`config.mk`:
```
export PLATFORM = sky130hd
export DESIGN_NAME = interval_timebase_timer
export DESIGN_NICKNAME = d
export VERILOG_FILES = /design/src/hw/interval_timebase_timer.v
export VERILOG_INCLUDE_DIRS = /design/src /design/src/hw
export SDC_FILE = /design/constraint.sdc
export NUM_CORES = 1
export LEC_CHECK = 0
export ABC_AREA = 1
export BUFFER_PORTS_ARGS = -buffer_cell sky130_fd_sc_hd__clkbuf_2
export CAP_MARGIN = 15
export CORE_MARGIN = 10
export CORE_UTILIZATION = 50
export CTS_CLUSTER_SIZE = 28
export DETAILED_ROUTE_END_ITERATION = 8
export MAX_ROUTING_LAYER = met4
export PLACE_DENSITY = 0.83
export SLEW_MARGIN = 40
export SYNTH_ARGS = -nofsm -noshare
export SYNTH_HDL_FRONTEND = slang
export SYNTH_SLANG_ARGS = --single-unit
```
`constraint.sdc`:
```
create_clock -name aclk -period 4.7 [get_ports aclk]
set_input_delay 0.705 -clock aclk [delete_from_list [all_inputs] [get_ports aclk]]
set_output_delay 0.705 -clock aclk [all_outputs]
set_load 0.1 [all_outputs]
```
`src/hw/interval_timer_map.vh`:
```
// Purpose: Register map and constants of the interval time-base timer
// Assumes: 32-bit AXI4-Lite register bus, byte addresses
// Notes: Definitions only
`ifndef INTERVAL_TIMER_MAP_VH
`define INTERVAL_TIMER_MAP_VH

`define ITB_CTRL_OFFSET 12'h00a
`define ITB_CTRL_INDEX 12'h00a
`define ITB_CTRL_ADDR 12'h028
`define ITB_WD_SEL_ADDR 12'h02c
`define ITB_STATUS_ADDR 12'h030
`define ITB_CTRL_RESET 8'h00
`define ITB_BIT_FLAG 7
`define ITB_BIT_IE 6
`define ITB_SEL_HI 4
`define ITB_SEL_LO 1
`define ITB_BIT_CLR 0
`define ITB_CNT_WIDTH 24
`define ITB_CNT_RESET 24'hffffff
`define ITB_TAP_BASE 8
`define ITB_WD_TAP_A 20
`define ITB_WD_TAP_B 19
`define ITB_RESP_OKAY 2'b00
`define ITB_RESP_SLVERR 2'b10

`endif

```
`src/hw/interval_timebase_timer.v`:
```
// Purpose: Interval time-base timer with AXI4-Lite register access
// Assumes: aclk is the main clock; count pulse is every second enabled edge
// Notes: Control register sits at byte address 4 x index 0x00a
`timescale 1ns/1ns
`include "interval_timer_map.vh"

module interval_timebase_timer (
  // Clock, reset, enable
  input wire aclk,
  input wire aresetn,
  input wire clk_en,
  // System state
  input wire main_clk_running,
  input wire power_on_clear,
  input wire mode_clear_req,
  input wire rmw_read,
  // AXI4-Lite write address and data
  input wire [11:0] s_axi_awaddr,
  input wire s_axi_awvalid,
  output reg s_axi_awready,
  input wire [31:0] s_axi_wdata,
  input wire [3:0] s_axi_wstrb,
  input wire s_axi_wvalid,
  output reg s_axi_wready,
  // AXI4-Lite write response
  output reg [1:0] s_axi_bresp,
  output reg s_axi_bvalid,
  input wire s_axi_bready,
  // AXI4-Lite read
  input wire [11:0] s_axi_araddr,
  input wire s_axi_arvalid,
  output reg s_axi_arready,
  output reg [31:0] s_axi_rdata,
  output reg [1:0] s_axi_rresp,
  output reg s_axi_rvalid,
  input wire s_axi_rready,
  // Outputs to neighbours
  output reg interval_irq,
  output reg counter_clear_strobe,
  output reg wd_counter_clear,
  output reg wd_tap_clk,
  output reg [15:0] tap_clks
);

  reg [23:0] count_q;
  reg [23:0] count_d;
  reg half_q;
  reg interval_flag_q;
  reg interval_irq_enable_q;
  reg [3:0] interval_select_q;
  reg wd_clock_select_hi_q;
  reg wd_clock_select_lo_q;
  reg aw_got_q;
  reg w_got_q;
  reg [11:0] awaddr_q;
  reg [31:0] wdata_q;
  reg [3:0] wstrb_q;

  wire wr_fire;
  wire wr_ctrl;
  wire wr_wd;
  wire sw_clear;
  wire hw_clear;
  wire any_clear;
  wire count_tick;
  reg tap_now;
  reg tap_next;
  wire tap_fall;
  wire wd_sel_tbt;
  wire flag_wr_zero;

  assign wr_fire = aw_got_q && w_got_q && !s_axi_bvalid;
  assign wr_ctrl = wr_fire && (awaddr_q[11:2] == `ITB_CTRL_ADDR >> 2) &&
                   wstrb_q[0];
  assign wr_wd = wr_fire && (awaddr_q[11:2] == `ITB_WD_SEL_ADDR >> 2) &&
                 wstrb_q[0];
  assign sw_clear = wr_ctrl && wdata_q[`ITB_BIT_CLR];
  assign hw_clear = !main_clk_running || power_on_clear || mode_clear_req;
  assign any_clear = sw_clear || hw_clear;
  // Count pulse at half the main clock
  assign count_tick = half_q && main_clk_running;
  // Selected tap falls on a count pulse
  assign tap_fall = count_tick && tap_now && !tap_next;
  assign wd_sel_tbt = !wd_clock_select_hi_q;
  assign flag_wr_zero = wr_ctrl && !wdata_q[`ITB_BIT_FLAG];

  // Sleep and timebase standby keep the main clock, so counting goes on
  always @* begin
    count_d = count_q;
    if (any_clear) begin
      count_d = `ITB_CNT_RESET;
    end else if (count_tick) begin
      count_d = count_q - 24'h000001;
    end
  end

  // Tap select: code 0..15 picks counter bit 8..23
  always @* begin
    tap_now = 1'b0;
    tap_next = 1'b0;
    case (interval_select_q)
      4'h0: begin
        tap_now = count_q[8];
        tap_next = count_d[8];
      end
      4'h1: begin
        tap_now = count_q[9];
        tap_next = count_d[9];
      end
      4'h2: begin
        tap_now = count_q[10];
        tap_next = count_d[10];
      end
      4'h3: begin
        tap_now = count_q[11];
        tap_next = count_d[11];
      end
      4'h4: begin
        tap_now = count_q[12];
        tap_next = count_d[12];
      end
      4'h5: begin
        tap_now = count_q[13];
        tap_next = count_d[13];
      end
      4'h6: begin
        tap_now = count_q[14];
        tap_next = count_d[14];
      end
      4'h7: begin
        tap_now = count_q[15];
        tap_next = count_d[15];
      end
      4'h8: begin
        tap_now = count_q[16];
        tap_next = count_d[16];
      end
      4'h9: begin
        tap_now = count_q[17];
        tap_next = count_d[17];
      end
      4'ha: begin
        tap_now = count_q[18];
        tap_next = count_d[18];
      end
      4'hb: begin
        tap_now = count_q[19];
        tap_next = count_d[19];
      end
      4'hc: begin
        tap_now = count_q[20];
        tap_next = count_d[20];
      end
      4'hd: begin
        tap_now = count_q[21];
        tap_next = count_d[21];
      end
      4'he: begin
        tap_now = count_q[22];
        tap_next = count_d[22];
      end
      default: begin
        tap_now = count_q[23];
        tap_next = count_d[23];
      end
    endcase
  end

  always @(posedge aclk) begin
    if (!aresetn) begin
      count_q <= `ITB_CNT_RESET;
      half_q <= 1'b0;
      interval_flag_q <= 1'b0;
      interval_irq_enable_q <= 1'b0;
      interval_select_q <= 4'h0;
      wd_clock_select_hi_q <= 1'b0;
      wd_clock_select_lo_q <= 1'b0;
      interval_irq <= 1'b0;
      counter_clear_strobe <= 1'b0;
      wd_counter_clear <= 1'b0;
      wd_tap_clk <= 1'b1;
      tap_clks <= 16'hffff;
    end else if (clk_en) begin
      count_q <= count_d;
      // Divider phase restarts with the counter
      half_q <= any_clear ? 1'b0 : (main_clk_running ? !half_q : half_q);
      // Set on tap underflow unless cleared in the same cycle
      if (tap_fall && !sw_clear && !hw_clear) begin
        interval_flag_q <= 1'b1;
      end else if (flag_wr_zero) begin
        // Zero write clears, one write ignored
        interval_flag_q <= 1'b0;
      end
      if (wr_ctrl) begin
        interval_irq_enable_q <= wdata_q[`ITB_BIT_IE];
        interval_select_q <= wdata_q[`ITB_SEL_HI:`ITB_SEL_LO];
      end
      if (wr_wd) begin
        wd_clock_select_hi_q <= wdata_q[1];
        wd_clock_select_lo_q <= wdata_q[0];
      end
      interval_irq <= interval_flag_q && interval_irq_enable_q;
      counter_clear_strobe <= any_clear;
      // Watchdog cleared with its tap phase only while its select hi bit is zero
      wd_counter_clear <= any_clear && wd_sel_tbt;
      wd_tap_clk <= wd_clock_select_lo_q ? count_d[`ITB_WD_TAP_B] :
                    count_d[`ITB_WD_TAP_A];
      tap_clks <= count_d[23:8];
    end
  end

  // AXI4-Lite write channel
  always @(posedge aclk) begin
    if (!aresetn) begin
      aw_got_q <= 1'b0;
      w_got_q <= 1'b0;
      awaddr_q <= 12'h000;
      wdata_q <= 32'h00000000;
      wstrb_q <= 4'h0;
      s_axi_awready <= 1'b0;
      s_axi_wready <= 1'b0;
      s_axi_bvalid <= 1'b0;
      s_axi_bresp <= `ITB_RESP_OKAY;
    end else if (clk_en) begin
      s_axi_awready <= !aw_got_q && !s_axi_awready && s_axi_awvalid;
      s_axi_wready <= !w_got_q && !s_axi_wready && s_axi_wvalid;
      if (s_axi_awvalid && s_axi_awready) begin
        aw_got_q <= 1'b1;
        awaddr_q <= s_axi_awaddr;
      end
      if (s_axi_wvalid && s_axi_wready) begin
        w_got_q <= 1'b1;
        wdata_q <= s_axi_wdata;
        wstrb_q <= s_axi_wstrb;
      end
      if (wr_fire) begin
        s_axi_bvalid <= 1'b1;
        if (awaddr_q[11:2] == `ITB_CTRL_ADDR >> 2) begin
          s_axi_bresp <= `ITB_RESP_OKAY;
        end else if (awaddr_q[11:2] == `ITB_WD_SEL_ADDR >> 2) begin
          s_axi_bresp <= `ITB_RESP_OKAY;
        end else if (awaddr_q[11:2] == `ITB_STATUS_ADDR >> 2) begin
          s_axi_bresp <= `ITB_RESP_OKAY;
        end else begin
          s_axi_bresp <= `ITB_RESP_SLVERR;
        end
      end else if (s_axi_bvalid && s_axi_bready) begin
        s_axi_bvalid <= 1'b0;
        aw_got_q <= 1'b0;
        w_got_q <= 1'b0;
      end
    end
  end

  // AXI4-Lite read channel
  always @(posedge aclk) begin
    if (!aresetn) begin
      s_axi_arready <= 1'b0;
      s_axi_rvalid <= 1'b0;
      s_axi_rdata <= 32'h00000000;
      s_axi_rresp <= `ITB_RESP_OKAY;
    end else if (clk_en) begin
      s_axi_arready <= !s_axi_rvalid && !s_axi_arready && s_axi_arvalid;
      if (s_axi_arvalid && s_axi_arready) begin
        s_axi_rvalid <= 1'b1;
        s_axi_rresp <= `ITB_RESP_OKAY;
        if (s_axi_araddr[11:2] == `ITB_CTRL_ADDR >> 2) begin
          // Read-modify-write sees flag as one; clear bit reads zero
          s_axi_rdata <= {24'h000000, interval_flag_q | rmw_read,
                          interval_irq_enable_q, 1'b0, interval_select_q,
                          1'b0};
        end else if (s_axi_araddr[11:2] == `ITB_WD_SEL_ADDR >> 2) begin
          s_axi_rdata <= {30'h00000000, wd_clock_select_hi_q,
                          wd_clock_select_lo_q};
        end else if (s_axi_araddr[11:2] == `ITB_STATUS_ADDR >> 2) begin
          s_axi_rdata <= {8'h00, count_q};
        end else begin
          s_axi_rdata <= 32'h00000000;
          s_axi_rresp <= `ITB_RESP_SLVERR;
        end
      end else if (s_axi_rvalid && s_axi_rready) begin
        s_axi_rvalid <= 1'b0;
      end
    end
  end

endmodule // interval_timebase_timer

```
Word level (Yosys, flattened, before mapping)
Cells that the tools add are included.
Cells by class
  bitwise logic cells: 1
  equal/unequal tests: 20
  reduce and logical (&&, ||, !) cells: 60
  mux-type cells: 28
  $add $sub $neg: 1
Operator list (number)
  2-to-1 mux 24 bit: 5
  == test 10 x 4 -> 1 bit (second input constant): 6
  one-hot mux 1 bit (15 select lines): 2
  == test 4 bit (second input constant): 7
  logical AND 1 bit: 26
  subtractor 24 x 1 -> 24 bit (second input constant): 1
  AND reduction 2 bit: 11
  == test 4 x 3 -> 1 bit (second input constant): 4
  2-to-1 mux 1 bit: 15
  logical NOT 1 bit: 14
  2-to-1 mux 2 bit: 6
  nonzero test 2 bit: 5
  == test 4 x 2 -> 1 bit (second input constant): 2
  == test 4 x 1 -> 1 bit (second input constant): 1
  logical NOT 4 bit: 1
  logical OR 1 bit: 3
  bitwise OR 1 bit: 1
Word-level totals
  bits of input ports: 72
  flip-flop bits (word level): 101
  output and inout bits: 61
  logic and storage cells: 135

Depth between registers and ports, before layout
  depth in word-level cells: 14
  gate-level depth with buffers: 15
  depth with buffers taken out: 15

Worst setup path before layout
Ideal clock, no wire load.
  path type: register to register
  from: reg s_axi_bvalid
  to: reg interval_flag_q
  clock period less this slack: 2.170 ns
  data arrival time: 2.099 ns
  cell stages (with the launch flop): 13
  buffers on the path: 1
  library setup time: 0.070 ns
  required time: 4.630 ns
  slack: 2.530 ns
  cell sequence: dfxtp_1 -> nand3b_1 -> nor2_1 -> nand3_1 -> nand2_2 -> inv_2 -> buf_4 -> nand3_1 -> nand2_1 -> nand3_1 -> nor2_1 -> nand4_1 -> a21oi_1
On the way
  longest elaborated chain between the ends: 14
  elaborated cells on any way between the ends: 17
  classes of those cells: mux (3); reduce/logical (14)
RTL lines
  start, declared: RTL line interval_timebase_timer.v:27  | output reg s_axi_bvalid,
  start signal, assigned: RTL line interval_timebase_timer.v:222  | s_axi_bvalid <= 1'b0;
  start signal, assigned: RTL line interval_timebase_timer.v:237  | s_axi_bvalid <= 1'b1;
  start signal, assigned: RTL line interval_timebase_timer.v:248  | s_axi_bvalid <= 1'b0;
  logical NOT 1 bit *: RTL line interval_timebase_timer.v:72  | assign wr_fire = aw_got_q && w_got_q && !s_axi_bvalid;
  logical AND 1 bit *: RTL line interval_timebase_timer.v:72
  logical AND 1 bit * (2 in a row): RTL line interval_timebase_timer.v:73  | assign wr_ctrl = wr_fire && (awaddr_q[11:2] == `ITB_CTRL_ADDR >> 2) &&
  logical AND 1 bit: RTL line interval_timebase_timer.v:77  | assign sw_clear = wr_ctrl && wdata_q[`ITB_BIT_CLR];
  logical OR 1 bit: RTL line interval_timebase_timer.v:79  | assign any_clear = sw_clear || hw_clear;
  2-to-1 mux 24 bit: RTL line interval_timebase_timer.v:90  | if (any_clear) begin
  one-hot mux 1 bit (15 select lines): RTL line interval_timebase_timer.v:101  | case (interval_select_q)
  logical NOT 1 bit: RTL line interval_timebase_timer.v:83  | assign tap_fall = count_tick && tap_now && !tap_next;
  logical AND 1 bit: RTL line interval_timebase_timer.v:83
  logical AND 1 bit (2 in a row): RTL line interval_timebase_timer.v:188  | if (tap_fall && !sw_clear && !hw_clear) begin
  nonzero test 2 bit (no source line)
  AND reduction 2 bit (no source line)
  end signal, assigned: RTL line interval_timebase_timer.v:173  | interval_flag_q <= 1'b0;
  end signal, assigned: RTL line interval_timebase_timer.v:189  | interval_flag_q <= 1'b1;
  end signal, assigned: RTL line interval_timebase_timer.v:192  | interval_flag_q <= 1'b0;
  end, declared: RTL line interval_timebase_timer.v:48  | reg interval_flag_q;
Mark *: on every way between the ends. The rest lies on a longest branch, timed or not.
A chain may end at the register's enable or synchronous reset.

Final worst setup path
  from: in clk_en
  to: reg wd_clock_select_hi_q
On the way
  longest elaborated chain between the ends: 1
RTL lines
  start, declared: RTL line interval_timebase_timer.v:11  | input wire clk_en,
  AND reduction 2 bit (no source line)
  end signal, assigned: RTL line interval_timebase_timer.v:199  | wd_clock_select_hi_q <= wdata_q[1];
  end, declared: RTL line interval_timebase_timer.v:51  | reg wd_clock_select_hi_q;
No other way between the ends.

==> Implementation_results.wiki <==
{| class="wikitable"
! Metric !! Value
|-
| Run status || finished clean
|-
| Worst Path Arrival || 2.69 ns
|-
| Placeable core region || 9150 um2
|-
| Gate family responsible for the most delay along the worst path || buffers and inverters
|-
| Seq/Total Area, Yosys || 37.9%
|-
| Max-slew headroom at the worst pin || 48.5%
|-
| Global placer's final weighted congestion || approximately 0.94
|-
| DR iter-0 viols || 327
|-
| Leading cell types in the layout, fill and taps excluded || sky130_fd_sc_hd__nand2_1, sky130_fd_sc_hd__nor2_1, sky130_fd_sc_hd__clkbuf_2, sky130_fd_sc_hd__dfxtp_1, sky130_fd_sc_hd__inv_1
|-
| Clock latency on the worst-skew pair || 0.36 ns
|-
| Fill cells || around 880
|-
| Starting density of the core || 50.7%
|-
| Die area || 13,500 um2
|-
| Antenna violation net count after detailed routing || 0
|-
| Yosys warns || 0
|-
| Die boundary width || approximately 120 um
|-
| Cell repeated most along the worst path || sky130_fd_sc_hd__inv_1
|-
| Clock buffers created by TritonCTS || 9
|-
| Portion of the clock cycle consumed by the worst path in the final layout || 51.3%
|-
| Setup Crit Path Kind || input pin to register
|-
| Antenna fix cells || 0
|-
| Count of max-cap constraint violations || 0
|-
| Worst Hold Class || register to register
|-
| Capturing element type of the critical path || register
|-
| Buffers added on ports || 90
|-
| Count of hold-fix buffers inserted at cts || 0
|-
| Setup-failing EPs final || 0
|-
| Worst setup startpoint || clk_en
|-
| Achievable Freq || 0.415 GHz
|-
| Distinct cells, synth || 39
|-
| Remaining global-route overflow || 0
|-
| Detail-routed net length per standard cell || 14.8 um
|-
| Slowest stage delay, CP || ~0.51 ns
|-
| WP depth || 8
|-
| DRC || 0
|-
| Vias || 4,749
|-
| Worst slew pin tran || 0.772 ns
|-
| Die height || 116 um
|-
| Crit path launch type || input pin
|-
| Layout net count || 842
|-
| Largest net degree at the start of global routing || 44
|-
| Placement row count || 35
|-
| Standby leakage power || 2.40 nW
|-
| I/O pin cnt || 133
|-
| Total count of max-transition violations in the final report || 0
|-
| Critical R2R Capture || interval_flag_q
|-
| Detailed Place HPWL || 9700 um
|-
| Number of levels the H-tree was split into || 3
|-
| Min cycle time layout || 2.41 ns
|-
| Critical-path maximum fanout || 39
|-
| Top cells by area in the synthesized netlist || sky130_fd_sc_hd__dfxtp_1, sky130_fd_sc_hd__nand2_1, sky130_fd_sc_hd__nor2_1, sky130_fd_sc_hd__a21oi_1, sky130_fd_sc_hd__o21ai_0
|-
| Number of buffers and inverters on the critical path || 4
|-
| Unrepaired setup endpoints after global routing || no
|-
| WP data required || 4.98 ns
|-
| Synth top area share || 37.9%
|-
| End point of the critical path || wd_clock_select_hi_q
|-
| Num Clock Sinks || 88
|-
| Detailed-router iteration count before antenna repair || 5
|-
| Vias per Instance || 5.37
|-
| Max clock buf depth || 2
|-
| Total negative slack for setup checks || 0 ns
|-
| Initial antenna violation count || 0
|-
| Worst reg-to-reg path cell count || 14
|-
| Hold violation count in the final report || 0
|-
| Synthesized area divided by synthesized cell count || 6.60 um2
|-
| R2r setup slk || ~2.5 ns
|-
| GR Util All Layers || about a fifth
|-
| Power density of the placed cells || between 300 and 400 nW/um2
|-
| CTS tree || done
|-
| Share of final-layout standard cells stronger than drive strength 1 || 16.8%
|-
| Summed instance area of the synthesized netlist || between 4000 and 5000 um2
|-
| Setup Buffers After CTS || 0
|-
| Total routed wirelength || 13,100 um
|-
| Area leader, netlist || sky130_fd_sc_hd__dfxtp_1
|-
| Post-Syn Instances || 704
|-
| Library cell contributing the largest single delay on the critical path || sky130_fd_sc_hd__nor4_1
|-
| Final setup skew || between 0.01 and 0.015 ns
|-
| Startpoint of the lowest-slack register-to-register path || count_q[1]
|-
| Commonest non-fill, non-tap cell in the layout || sky130_fd_sc_hd__nand2_1
|-
| Worst IR Drop VDD || about 160 uV
|-
| Worst-path clk slew || 0.09 ns
|-
| Number of gates resized after cts || 0
|-
| Vias in the first global route || 4,306
|-
| Final Power || 1.58 mW
|-
| Wire length of the first global-routing pass || 20,900 um
|-
| Cells traversed along the worst timing path || clkbuf_2 -> buf_4 -> inv_1 -> nor2_1 -> inv_1 -> nor4_1 -> o21ai_0 -> a21oi_1
|-
| Clock root buffer || sky130_fd_sc_hd__clkbuf_8
|-
| Area grow syn2layout || 12.2%
|-
| Flop and latch count out of synthesis || 88
|}
[state kept, by name, summed over array words and instances (netlist names), 4 cells and up]
signal / flops
awaddr_q: 10
wdata_q: 7
s_axi_rdata: 24
count_q: 24
interval_select_q: 4
[worst min-delay path by stage]
stage / start / end / slack (ns) / depth (start not counted)
6_report: s_axi_rdata[21] / s_axi_rdata[21] / 0.47 / 2
5_1_grt: s_axi_rdata[11] / s_axi_rdata[11] / 0.50 / 2
4_1_cts: s_axi_rdata[9] / s_axi_rdata[9] / 0.47 / 2
3_5_place_dp: s_axi_rdata[9] / s_axi_rdata[9] / 0.46 / 2
3_3_place_gp: interval_irq_enable_q / interval_irq_enable_q / 0.45 / 2
2_1_floorplan: interval_irq_enable_q / interval_irq_enable_q / 0.44 / 2
[synthesized netlist by cell type (all sizes together)]
cell type  count
clkbuf        17
o311ai         3
nand4         11
nor4           1
o2111ai        1
nor3           4
inv           68
a21oi         61
buf           31
o211a          2
nand3b         3
nor3b          1
o21a           1
ha             1
o21ai         59
clkinv         2
a31oi          4
nand2        154
o221ai         5
nand3         56
conb           1
a211oi         1
o21bai         1
o211ai         9
or2            1
nor2         117
dfxtp         88
and2           1
[area by class of cell]
class | instances | area [um2] | share of cell area [%]
tap | 111 | 139 | 2.67
clock buffer | 9 | 124 | 2.38
multi-input combinational | 507 | 2370 | 45.5
inverter | 70 | 264 | 5.07
timing repair buffer | 93 | 473 | 9.08
sequential | 88 | 1760 | 33.8
clock inverter | 7 | 75.1 | 1.44
[cells by family after synthesis]
family | synth area share (%)
AOI/OAI and AO/OA | 17.5
adders and majority gates | 0.269
buffers and inverters | 11.8
DFF | 37.9
other | 0.0808
and+or+nand+nor | 32.3
[report_power, final]
part / switching [mW] / internal [mW] / leakage [nW]
Combinational: 0.196 / 0.0452 / 1.58
Clock: 0.294 / 0.251 / 0.104
Sequential: 0.0302 / 0.768 / 0.717
Total: 0.520 / 1.06 / 2.40
[metal layers]
layer	share of wire [%]	global-route usage (%)	vias to the layer above
li1	-	-	2418
met1	43	24.7	2119
met2	47	31.0	185
met3	7.4	3.39	27
met4	2.3	6.84	0
met5	0	-	-
[per-stage QoR]
stage / setup slack (ns) / hold slack, ns / instances / area (um2) / utilization, %
floorplan: 2.53 / 0.439 / 713 / 4680 / -
global placement: 2.07 / 0.454 / 869 / 5000 / 54.7
detailed placement: 1.98 / 0.456 / 869 / 5010 / 54.7
CTS: 2.33 / 0.471 / 885 / 5210 / 56.9
global route: 2.07 / 0.497 / 885 / 5210 / 56.9
finish: 2.29 / 0.469 / 885 / 5210 / 56.9
[tightest hold or removal path: cells and delay by family (launching register included)]
kind,cells,cell delay (ns)
flip-flops,1,0.32
AND/OR/NAND/NOR,1,0.06
AO/OA/AOI/OAI,1,0.05
(Power assumes the default switching activity.)
